**src/fsl_cfg.svh**
```systemverilog
// Purpose: constants of the flash suspend and lock-bit controller
// Assumes: 100 MHz core clock
// Notes:   offsets, status bit positions, command codes and timing
`ifndef FSL_CFG_SVH
`define FSL_CFG_SVH
// ****************************************
// widths
// ****************************************
`define FSL_AW          19
`define FSL_DW          16
// ****************************************
// register offsets of the command port
// ****************************************
`define FSL_REG_CTRL    8'h00
`define FSL_REG_ADDR    8'h04
`define FSL_REG_STAT    8'h08
`define FSL_REG_DATA    8'h0C
// ****************************************
// flash status bit positions
// ****************************************
`define FSL_SR_READY    7
`define FSL_SR_ECLR     5
`define FSL_SR_WSET     4
`define FSL_SR_SUPPLY   3
`define FSL_SR_WSUSP    2
`define FSL_SR_PROT     1
`define FSL_SR_RST      8'h00
// ****************************************
// flash command codes
// ****************************************
`define FSL_CMD_RD_ARRAY  8'hFF
`define FSL_CMD_RD_STAT   8'h70
`define FSL_CMD_CLR_STAT  8'h50
`define FSL_CMD_SUSPEND   8'h5B
`define FSL_CMD_RESUME    8'hD0
`define FSL_CMD_LK_SETUP  8'h60
`define FSL_CMD_BLK_CONF  8'h01
`define FSL_CMD_PERM_CONF 8'hF1
`define FSL_CMD_CLR_CONF  8'hD0
// ****************************************
// timing
// ****************************************
`define FSL_CLK_NS      10
`define FSL_T_WP_NS     50
`define FSL_T_ACC_NS    100
`define FSL_T_HV_NS     2000
`define FSL_WP_CYC  ((`FSL_T_WP_NS + `FSL_CLK_NS - 1) / `FSL_CLK_NS)
`define FSL_ACC_CYC ((`FSL_T_ACC_NS + `FSL_CLK_NS - 1) / `FSL_CLK_NS)
`define FSL_HV_CYC  ((`FSL_T_HV_NS + `FSL_CLK_NS - 1) / `FSL_CLK_NS)
`define FSL_MAX_RETRY   1
`endif

```
**src/fsl_pkg.sv**
```systemverilog
// Purpose: types of the flash suspend and lock-bit controller
// Assumes: fsl_cfg.svh on the include path
// Notes:   ops, sequencer states, bus phases, cycle request
`include "fsl_cfg.svh"
package fsl_pkg;
  typedef enum logic [2:0] {
    OP_RD_ARRAY = 3'h0, OP_RD_STAT = 3'h1, OP_CLR_STAT = 3'h2,
    OP_SUSPEND  = 3'h3, OP_RESUME  = 3'h4, OP_SET_BLK  = 3'h5,
    OP_SET_PERM = 3'h6, OP_CLR_LOCK = 3'h7
  } fsl_op_e;
  typedef enum logic [7:0] {
    ST_IDLE = 8'h01, ST_HV  = 8'h02, ST_W1  = 8'h04, ST_W2 = 8'h08,
    ST_POLL = 8'h10, ST_CHK = 8'h20, ST_CLR = 8'h40, ST_RD = 8'h80
  } fsl_state_e;
  typedef enum logic [3:0] {
    PH_IDLE = 4'h1, PH_SETUP = 4'h2, PH_STRB = 4'h4, PH_END = 4'h8
  } fsl_phase_e;
  typedef struct packed {
    logic                wr;
    logic [`FSL_AW-1:0]  addr;
    logic [`FSL_DW-1:0]  data;
  } fsl_cyc_s;
endpackage : fsl_pkg

```
**src/fsl_suspend_lock_ctl.sv**
```systemverilog
// Purpose: host-side sequencer for flash suspend and lock-bit commands
// Assumes: one flash on an asynchronous parallel bus
// Notes:   software orders ops through four registers
// Notes on behaviour
// - while suspended, only read array elsewhere, read status, resume.
// - lock set is setup write then block or permanent confirm write.
// - after lock set, check write/set error and clear status if set.
// - never run lock ops with protect pin between levels.
// - after clear lock-bits, check clear error and clear status.
// - an aborted clear leaves bits unknown; repeat the clear.
// - error bits clear only by the clear status command.
// - status bits 6 to 0 mean nothing while ready bit is zero.
//
// Local design decisions: the register offsets and the address-and-strobe port.
`timescale 1ns/10ps
`default_nettype none
`include "fsl_cfg.svh"
module fsl_suspend_lock_ctl
  import fsl_pkg::*;
#(
  parameter int HV_CYC    = `FSL_HV_CYC,
  parameter int MAX_RETRY = `FSL_MAX_RETRY
) (
  input  wire logic               CORE_CLK,
  input  wire logic               RST_N,
  input  wire logic [7:0]         REG_ADDR,
  input  wire logic [31:0]        REG_WDATA,
  input  wire logic               REG_WR,
  input  wire logic               REG_RD,
  output logic [31:0]             REG_RDATA,
  output logic [`FSL_AW-1:0]      FL_ADDR,
  output logic [`FSL_DW-1:0]      FL_DQ_O,
  input  wire logic [`FSL_DW-1:0] FL_DQ_I,
  output logic                    FL_DQ_OE_N,
  output logic                    FL_CE_N,
  output logic                    FL_WE_N,
  output logic                    FL_OE_N,
  input  wire logic               FL_READY_BUSY,
  output logic                    FL_PROTECT_HV
);
  fsl_state_e         state_r;
  fsl_op_e            op_r;
  fsl_cyc_s           cyc_r;
  logic               start_r;
  logic               pend_r;
  logic [`FSL_AW-1:0] addr_r;
  logic [`FSL_AW-1:0] susp_addr_r;
  logic               suspended_r;
  logic               refused_r;
  logic               err_r;
  logic [7:0]         sr_r;
  logic [`FSL_DW-1:0] data_r;
  logic [1:0]         retry_r;
  logic [11:0]        hv_cnt_r;
  logic               rb_s1_r;
  logic               rb_s2_r;
  logic               bus_done;
  logic [`FSL_DW-1:0] bus_rdata;
  logic               go;
  fsl_op_e            op_in;

  assign go    = REG_WR && (REG_ADDR == `FSL_REG_CTRL);
  assign op_in = fsl_op_e'(REG_WDATA[2:0]);

  // ****************************************
  // decoding helpers
  // ****************************************
  function automatic logic is_lock(input fsl_op_e op);
    is_lock = (op == OP_SET_BLK) || (op == OP_SET_PERM) ||
              (op == OP_CLR_LOCK);
  endfunction : is_lock

  function automatic logic susp_ok(input fsl_op_e op,
                                   input logic [`FSL_AW-1:0] a);
    susp_ok = (op == OP_RD_STAT) || (op == OP_RESUME) ||
              ((op == OP_RD_ARRAY) && (a != susp_addr_r));
  endfunction : susp_ok

  function automatic logic [7:0] cmd1(input fsl_op_e op);
    unique case (op)
      OP_RD_ARRAY: cmd1 = `FSL_CMD_RD_ARRAY;
      OP_RD_STAT:  cmd1 = `FSL_CMD_RD_STAT;
      OP_CLR_STAT: cmd1 = `FSL_CMD_CLR_STAT;
      OP_SUSPEND:  cmd1 = `FSL_CMD_SUSPEND;
      OP_RESUME:   cmd1 = `FSL_CMD_RESUME;
      default:     cmd1 = `FSL_CMD_LK_SETUP;
    endcase
  endfunction : cmd1

  function automatic logic [7:0] cmd2(input fsl_op_e op);
    unique case (op)
      OP_SET_BLK:  cmd2 = `FSL_CMD_BLK_CONF;
      OP_SET_PERM: cmd2 = `FSL_CMD_PERM_CONF;
      default:     cmd2 = `FSL_CMD_CLR_CONF;
    endcase
  endfunction : cmd2

  // failure of a finished lock op as the status byte reports it
  function automatic logic lock_err(input fsl_op_e op,
                                    input logic [7:0] sr);
    lock_err = (op == OP_CLR_LOCK) ?
      (sr[`FSL_SR_ECLR] | sr[`FSL_SR_SUPPLY] | sr[`FSL_SR_PROT]) :
      (sr[`FSL_SR_WSET] | sr[`FSL_SR_SUPPLY] | sr[`FSL_SR_PROT]);
  endfunction : lock_err

  // ****************************************
  // ready/busy pin synchroniser
  // ****************************************
  always_ff @(posedge CORE_CLK or negedge RST_N) begin
    if (!RST_N) begin
      rb_s1_r <= 1'b0;
      rb_s2_r <= 1'b0;
    end else begin
      rb_s1_r <= FL_READY_BUSY;
      rb_s2_r <= rb_s1_r;
    end
  end

  // address register
  always_ff @(posedge CORE_CLK or negedge RST_N) begin
    if (!RST_N) begin
      addr_r <= '0;
    end else if (REG_WR && (REG_ADDR == `FSL_REG_ADDR)) begin
      addr_r <= REG_WDATA[`FSL_AW-1:0];
    end
  end

  // ****************************************
  // command sequencer
  // ****************************************
  always_ff @(posedge CORE_CLK or negedge RST_N) begin
    if (!RST_N) begin
      state_r     <= ST_IDLE;
      op_r        <= OP_RD_STAT;
      cyc_r       <= '0;
      start_r     <= 1'b0;
      pend_r      <= 1'b0;
      susp_addr_r <= '0;
      suspended_r <= 1'b0;
      refused_r   <= 1'b0;
      err_r       <= 1'b0;
      sr_r        <= `FSL_SR_RST;
      data_r      <= '0;
      retry_r     <= 2'h0;
      hv_cnt_r    <= 12'h000;
      FL_PROTECT_HV <= 1'b0;
    end else begin
      start_r <= 1'b0;
      if (go && (state_r != ST_IDLE)) begin
        refused_r <= 1'b1;  // busy: order dropped
      end
      unique case (state_r)
        ST_IDLE: begin
          FL_PROTECT_HV <= 1'b0;
          if (go) begin
            if (suspended_r && !susp_ok(op_in, addr_r)) begin
              refused_r <= 1'b1;
            end else begin
              op_r      <= op_in;
              refused_r <= 1'b0;
              err_r     <= 1'b0;
              retry_r   <= 2'h0;
              if (op_in == OP_SUSPEND) begin
                susp_addr_r <= addr_r;
              end
              if (is_lock(op_in)) begin
                FL_PROTECT_HV <= 1'b1;
                hv_cnt_r      <= 12'(HV_CYC);
                state_r       <= ST_HV;
              end else begin
                state_r <= ST_W1;
              end
            end
          end
        end
        ST_HV: begin
          // settle the protect pin fully before any lock write
          if (hv_cnt_r == 12'h000) begin
            state_r <= ST_W1;
          end else begin
            hv_cnt_r <= hv_cnt_r - 12'h001;
          end
        end
        ST_W1: begin
          if (!pend_r) begin
            start_r <= 1'b1;
            pend_r  <= 1'b1;
            cyc_r   <= '{wr: 1'b1, addr: addr_r, data: {8'h00, cmd1(op_r)}};
          end else if (bus_done) begin
            pend_r <= 1'b0;
            if (is_lock(op_r)) begin
              state_r <= ST_W2;
            end else if (op_r == OP_RD_ARRAY) begin
              state_r <= ST_RD;
            end else if (op_r == OP_RESUME) begin
              suspended_r <= 1'b0;
              state_r     <= ST_IDLE;
            end else if (op_r == OP_CLR_STAT) begin
              sr_r    <= `FSL_SR_RST;
              state_r <= ST_IDLE;
            end else begin
              state_r <= ST_POLL;
            end
          end
        end
        ST_W2: begin
          if (!pend_r) begin
            start_r <= 1'b1;
            pend_r  <= 1'b1;
            cyc_r   <= '{wr: 1'b1, addr: addr_r, data: {8'h00, cmd2(op_r)}};
          end else if (bus_done) begin
            pend_r  <= 1'b0;
            state_r <= ST_POLL;
          end
        end
        ST_POLL: begin
          if (!pend_r && (rb_s2_r || (op_r == OP_RD_STAT))) begin
            start_r <= 1'b1;
            pend_r  <= 1'b1;
            cyc_r   <= '{wr: 1'b0, addr: addr_r, data: '0};
          end else if (pend_r && bus_done) begin
            pend_r <= 1'b0;
            // low bits are kept once the ready bit is one, or at once for a read status op
            if (bus_rdata[`FSL_SR_READY] || (op_r == OP_RD_STAT)) begin
              sr_r    <= bus_rdata[7:0];
              state_r <= ST_CHK;
            end
          end
        end
        ST_CHK: begin
          if (op_r == OP_SUSPEND) begin
            suspended_r <= sr_r[`FSL_SR_WSUSP];
          end
          if (is_lock(op_r) && lock_err(op_r, sr_r)) begin
            err_r   <= 1'b1;
            state_r <= ST_CLR;
          end else begin
            state_r <= ST_IDLE;
          end
        end
        ST_CLR: begin
          if (!pend_r) begin
            start_r <= 1'b1;
            pend_r  <= 1'b1;
            cyc_r   <= '{wr: 1'b1, addr: addr_r,
                         data: {8'h00, `FSL_CMD_CLR_STAT}};
          end else if (bus_done) begin
            pend_r <= 1'b0;
            if ((op_r == OP_CLR_LOCK) && (retry_r < 2'(MAX_RETRY))) begin
              retry_r <= retry_r + 2'h1;
              state_r <= ST_W1;
            end else begin
              state_r <= ST_IDLE;
            end
          end
        end
        ST_RD: begin
          if (!pend_r) begin
            start_r <= 1'b1;
            pend_r  <= 1'b1;
            cyc_r   <= '{wr: 1'b0, addr: addr_r, data: '0};
          end else if (bus_done) begin
            pend_r  <= 1'b0;
            data_r  <= bus_rdata;
            state_r <= ST_IDLE;
          end
        end
      endcase
    end
  end

  // register read port, data one cycle after the strobe
  always_ff @(posedge CORE_CLK or negedge RST_N) begin
    if (!RST_N) begin
      REG_RDATA <= 32'h0000_0000;
    end else begin
      REG_RDATA <= 32'h0000_0000;
      if (REG_RD) begin
        unique case (REG_ADDR)
          `FSL_REG_CTRL: REG_RDATA <= {29'h0, op_r};
          `FSL_REG_ADDR: REG_RDATA <= {13'h0, addr_r};
          `FSL_REG_STAT: REG_RDATA <= {18'h0, retry_r, refused_r, err_r,
                                       suspended_r,
                                       state_r != ST_IDLE, sr_r};
          `FSL_REG_DATA: REG_RDATA <= {16'h0, data_r};
          default:       REG_RDATA <= 32'h0000_0000;
        endcase
      end
    end
  end

  fsl_bus_cycle u_bus (
    .clk        (CORE_CLK),
    .rst_n      (RST_N),
    .start      (start_r),
    .cyc        (cyc_r),
    .done       (bus_done),
    .rdata      (bus_rdata),
    .fl_addr    (FL_ADDR),
    .fl_dq_o    (FL_DQ_O),
    .fl_dq_i    (FL_DQ_I),
    .fl_dq_oe_n (FL_DQ_OE_N),
    .fl_ce_n    (FL_CE_N),
    .fl_we_n    (FL_WE_N),
    .fl_oe_n    (FL_OE_N)
  );
endmodule : fsl_suspend_lock_ctl
`default_nettype wire

```
**src/fsl_bus_cycle.sv**
```systemverilog
// Purpose: one asynchronous flash bus cycle, write or read
// Assumes: flash data input is asynchronous to the core clock
// Notes:   address and chip select lead the strobe by one cycle
`timescale 1ns/10ps
`default_nettype none
`include "fsl_cfg.svh"
module fsl_bus_cycle
  import fsl_pkg::*;
#(
  parameter int WP_CYC  = `FSL_WP_CYC,
  parameter int ACC_CYC = `FSL_ACC_CYC
) (
  input  wire logic               clk,
  input  wire logic               rst_n,
  input  wire logic               start,
  input  wire fsl_cyc_s           cyc,
  output logic                    done,
  output logic [`FSL_DW-1:0]      rdata,
  output logic [`FSL_AW-1:0]      fl_addr,
  output logic [`FSL_DW-1:0]      fl_dq_o,
  input  wire logic [`FSL_DW-1:0] fl_dq_i,
  output logic                    fl_dq_oe_n,
  output logic                    fl_ce_n,
  output logic                    fl_we_n,
  output logic                    fl_oe_n
);
  fsl_phase_e         ph_r;
  logic [7:0]         cnt_r;
  logic               wr_r;
  logic [`FSL_DW-1:0] dq_s1_r;
  logic [`FSL_DW-1:0] dq_s2_r;

  // two-stage synchroniser on the data pins
  always_ff @(posedge clk or negedge rst_n) begin
    if (!rst_n) begin
      dq_s1_r <= '0;
      dq_s2_r <= '0;
    end else begin
      dq_s1_r <= fl_dq_i;
      dq_s2_r <= dq_s1_r;
    end
  end

  // cycle phases; read strobe is stretched by the sync latency
  always_ff @(posedge clk or negedge rst_n) begin
    if (!rst_n) begin
      ph_r       <= PH_IDLE;
      cnt_r      <= 8'h00;
      wr_r       <= 1'b0;
      done       <= 1'b0;
      rdata      <= '0;
      fl_addr    <= '0;
      fl_dq_o    <= '0;
      fl_dq_oe_n <= 1'b1;
      fl_ce_n    <= 1'b1;
      fl_we_n    <= 1'b1;
      fl_oe_n    <= 1'b1;
    end else begin
      done <= 1'b0;
      unique case (ph_r)
        PH_IDLE: if (start) begin
          fl_addr    <= cyc.addr;
          fl_dq_o    <= cyc.data;
          fl_dq_oe_n <= ~cyc.wr;  // low while driving
          fl_ce_n    <= 1'b0;
          wr_r       <= cyc.wr;
          ph_r       <= PH_SETUP;
        end
        PH_SETUP: begin
          fl_we_n <= ~wr_r;
          fl_oe_n <= wr_r;
          cnt_r   <= wr_r ? 8'(WP_CYC) : 8'(ACC_CYC + 2);
          ph_r    <= PH_STRB;
        end
        PH_STRB: begin
          if (cnt_r == 8'h01) begin
            fl_we_n <= 1'b1;
            fl_oe_n <= 1'b1;
            rdata   <= dq_s2_r;
            ph_r    <= PH_END;
          end else begin
            cnt_r <= cnt_r - 8'h01;
          end
        end
        PH_END: begin
          fl_ce_n    <= 1'b1;
          fl_dq_oe_n <= 1'b1;
          done       <= 1'b1;
          ph_r       <= PH_IDLE;
        end
      endcase
    end
  end
endmodule : fsl_bus_cycle
`default_nettype wire

```
**config.mk**
```make
export PLATFORM = sky130hd
export DESIGN_NAME = fsl_suspend_lock_ctl
export DESIGN_NICKNAME = d
export VERILOG_FILES = /design/src/fsl_pkg.sv /design/src/fsl_suspend_lock_ctl.sv /design/src/fsl_bus_cycle.sv
export VERILOG_INCLUDE_DIRS = /design/src
export SDC_FILE = /design/constraint.sdc
export NUM_CORES = 1
export LEC_CHECK = 0
export ABC_AREA = 1
export BUFFER_PORTS_ARGS = -buffer_cell sky130_fd_sc_hd__buf_2
export CAP_MARGIN = 20
export CELL_PAD_IN_SITES_DETAIL_PLACEMENT = 0
export CELL_PAD_IN_SITES_GLOBAL_PLACEMENT = 1
export CORE_MARGIN = 2
export CORE_UTILIZATION = 44
export CTS_CLUSTER_SIZE = 40
export DETAILED_ROUTE_END_ITERATION = 8
export MAX_ROUTING_LAYER = met4
export PLACE_DENSITY = 0.85
export REMOVE_ABC_BUFFERS = 1
export SLEW_MARGIN = 20
export SYNTH_ARGS = -nofsm -noshare
export SYNTH_HDL_FRONTEND = slang
export SYNTH_SLANG_ARGS = --single-unit
export TNS_END_PERCENT = 30
```
**constraint.sdc**
```tcl
create_clock -name CORE_CLK -period 2.2 [get_ports CORE_CLK]
set_input_delay 0.22 -clock CORE_CLK [delete_from_list [all_inputs] [get_ports CORE_CLK]]
set_output_delay 0.22 -clock CORE_CLK [all_outputs]
set_load 0.05 [all_outputs]
```
==> results.txt <==
Reg2Reg Capture Point: susp_addr_r[5]
worst reg2reg path startpoint: state_r[7]
sequential power share: 0.412
combinational power share: 0.291
GRT Util Overall: 0.188
number of I/O port buffers: 98
Worst R2R Path Depth: 9
Hold/Removal Path Class: input port to flip-flop
Hold Startpoint: REG_WDATA[0]
Int Pwr: 0.00906 W
Fin. Hold Viols: 0
leakage power: 6.25 nW
Area Growth Syn to Fin: 20.1%
largest vdd supply drop: 0.516 mV
Ys Warns: 0
switching part of the total: 0.361
outcome: finished clean
# DRC: 0
PD cells: 1160 mW/mm^2
cell count after synthesis: 1150
CTS H-tree depth: 1
max-cap viol count: 0
Power, Total: 0.0142 W
FF+latch count, synth: 233
Synth async-reset ratio: 1.00
Synth Cell Area: 0.0101 mm^2
Clock Sinks: 233
Antenna diodes: 0
Max Slew Vio Count: 0
DP HPWL: 14.9 mm
CTS-repair resized insts: 0
Total Routed Length: 21.5 mm
max_slew headroom: 0.661
RSZ-0062 raised after global routing: false
CTS Buf Count: 25
hold slack: 0.0436 ns
category of the most critical setup path: flip-flop to flip-flop
clock-pin transition on the worst setup and hold timing paths: 0.06 ns
# setup viols final: 0
vias in the first global route: 7282
reg2reg setup slack: 0.27 ns
Final #Nets: 1366
skew final: 0.0113 ns
total core area: 0.0226 mm^2
dpl cells: 1525
Clock Path Buffers: 3
Tmin final: 1.93 ns
CP endpoint: susp_addr_r[5]
register area: 0.00584 mm^2
Final Core Density: 0.538
num rows: 55
synthesized area per cell: 8.81 um^2
Peak Freq: 0.519 GHz
Tcrit/Tclk final: 0.876
sequential area share after synthesis: 0.576
setup TNS: 0 ns
Worst-Skew Late Latency: 0.53 ns
vias: 7628
worst-margin pin slew: 0.509 ns
initial antenna violation count: 0
top_reg_cell synth: dfrtp_1
CP endpoint kind: flip-flop
postcts setup bufs: 0
pin count of the biggest net entering global routing: 64
drt first pass iters: 5
hold buffers post-CTS: 34
I/O pin count: 133
NetSw: 0.00511 W
worst-path fanout max: 28
Clock power frac: 0.297
first-pass GRT wire length: 36.0 mm
CTS root buffer: clkbuf_16
layout cells sized above 1: 0.173
CP Data Required Time: 2.61 ns
DR iter-0 viols: 368
CTS tree: yes
die area: 0.0243 mm^2
Antenna Violating Nets Remaining: 0
Critical Path Source Type: flip-flop
count of different cell masters after synthesis: 43
Die W: 156 um
Fill cells: 2093
Final Non-Filler Cells: 1604
RD Place Congestion: 0.880
Post-synth EDFFs: 0
routed wire length per instance: 13.4 um
Die H: 156 um
area of the multi-input gates: 0.00341 mm^2
Worst Setup SP: state_r[7]
vias per inst: 4.76
gr ovfl total: 0
Worst EP arrival: 2.33 ns
Starting Density: 0.448
[cell families (layout without fill, tap and decap cells)]
| logic type | count (synthesis) | in the layout | share of synthesized area |
|---|---|---|---|
| compound gates | 197 | 197 | 0.108 |
| xor+xnor | 8 | 8 | 0.00691 |
| fa+ha+maj | 4 | 4 | 0.00494 |
| buf+inv | 215 | 364 | 0.0953 |
| flops | 233 | 233 | 0.576 |
| other cells | 1 | 21 | 0.000370 |
| simple gates | 492 | 492 | 0.209 |
[cells in the final DEF (no fill, tap or decap), types with 3 or more instances in the layout]
cell type      netlist  routed
a21oi_1             48      48
and3_1               3       3
buf_12               0       7
buf_2                9      97
buf_4               27      21
clkbuf_1            13       6
clkbuf_16            0      25
clkbuf_8             0       5
clkinv_2             0       5
conb_1               1      21
dfrtp_1            226     226
dfstp_2              7       7
dlygate4sd3_1        0      34
ha_1                 4       4
inv_1              143     143
inv_2               15      15
nand2_1            267     267
nand2_2              4       4
nand3_1             49      48
nand3_2              4       5
nand3b_1             5       5
nand4_1             11      11
nor2_1             117     117
nor2_2              12      12
nor3_1               9       9
o21a_1               3       3
o21ai_0             71      71
o21ai_1             35      35
o21ai_2             12      12
o22ai_1             17      17
o31ai_1              4       4
xnor2_1              6       6
[per-stage QoR]
step	area, um^2	setup slack [ns]
2_1_floorplan	9840	0.196
3_3_place_gp	11000	0.321
3_5_place_dp	11000	0.273
4_1_cts	12200	0.262
5_1_grt	12200	0.0173
6_report	12200	0.274
[synthesized netlist by cell type (7+ instances only)]
| library cell | count | area [um^2] |
|---|---|---|
| o21ai_1 | 35 | 175 |
| nand2_1 | 267 | 1000 |
| nor2_2 | 12 | 75.1 |
| dfrtp_1 | 226 | 5660 |
| buf_4 | 27 | 203 |
| o22ai_1 | 17 | 106 |
| nor3_1 | 9 | 45.0 |
| nand4_1 | 11 | 68.8 |
| nor2_1 | 117 | 439 |
| inv_1 | 143 | 537 |
| inv_2 | 15 | 56.3 |
| nand3_1 | 49 | 245 |
| buf_2 | 9 | 45.0 |
| a21oi_1 | 48 | 240 |
| o21ai_2 | 12 | 105 |
| clkbuf_1 | 13 | 48.8 |
| o21ai_0 | 71 | 355 |
| dfstp_2 | 7 | 184 |
[power groups by stage]
stage                     combinational (W)  sequential, W  clock (W)
after floorplan                     0.00220        0.00663          0
after global placement              0.00401        0.00587          0
after detailed placement            0.00410        0.00591          0
after CTS                           0.00417        0.00584    0.00431
after global routing                0.00464        0.00596    0.00449
final                               0.00413        0.00584    0.00420
[layout make-up]
type                            count  area share
Inverter                          159      0.0490
Clock inverter                      9     0.00935
Sequential cell                   233       0.480
Tap cell                          285      0.0293
Clock buffer                       36      0.0589
Timing Repair Buffer              160      0.0935
Multi-Input combinational cell    722       0.280
[per-layer routing]
metal / track usage / share of wire / vias to the layer above
li1: - / - / 3929
met1: 0.262 / 0.49 / 3523
met2: 0.296 / 0.46 / 151
met3: 0.0247 / 0.040 / 25
met4: 0.0476 / 0.017 / 0
met5: - / 0 / -
[worst min-delay path by stage]
| stage | slack, ns | endpoint | depth (start not counted) |
|---|---|---|---|
| floorplan | -0.08 | FL_PROTECT_HV | 0 |
| global placement | 0.21 | u_bus.fl_addr[16] | 1 |
| detailed placement | 0.21 | u_bus.fl_addr[16] | 1 |
| CTS | 0.03 | op_r[0] | 3 |
| global route | 0.07 | addr_r[2] | 3 |
| finish | 0.04 | op_r[0] | 3 |
[sequential cells by signal, indices dropped and copies added, names as in the netlist, 2 cells and up]
signal         flops
REG_RDATA         19
u_bus.rdata       16
retry_r            2
u_bus.fl_addr     19
u_bus.dq_s1_r     16
u_bus.ph_r         4
cyc_r             27
data_r            16
addr_r            19
u_bus.dq_s2_r     16
state_r            8
hv_cnt_r          12
u_bus.cnt_r        8
sr_r               8
susp_addr_r       19
op_r               3
u_bus.fl_dq_o      7
[worst max-delay path, stage by stage (launching register included)]
cell and delay, ns:
dfrtp_1 0.41, nor2_2 0.18, nand2_2 0.11, inv_2 0.09, nand4_4 0.12, nor4_2 0.21
nand3_2 0.27, buf_12 0.26, nand2_1 0.07, o21ai_0 0.08
Power figures use the tool's default switching activity.
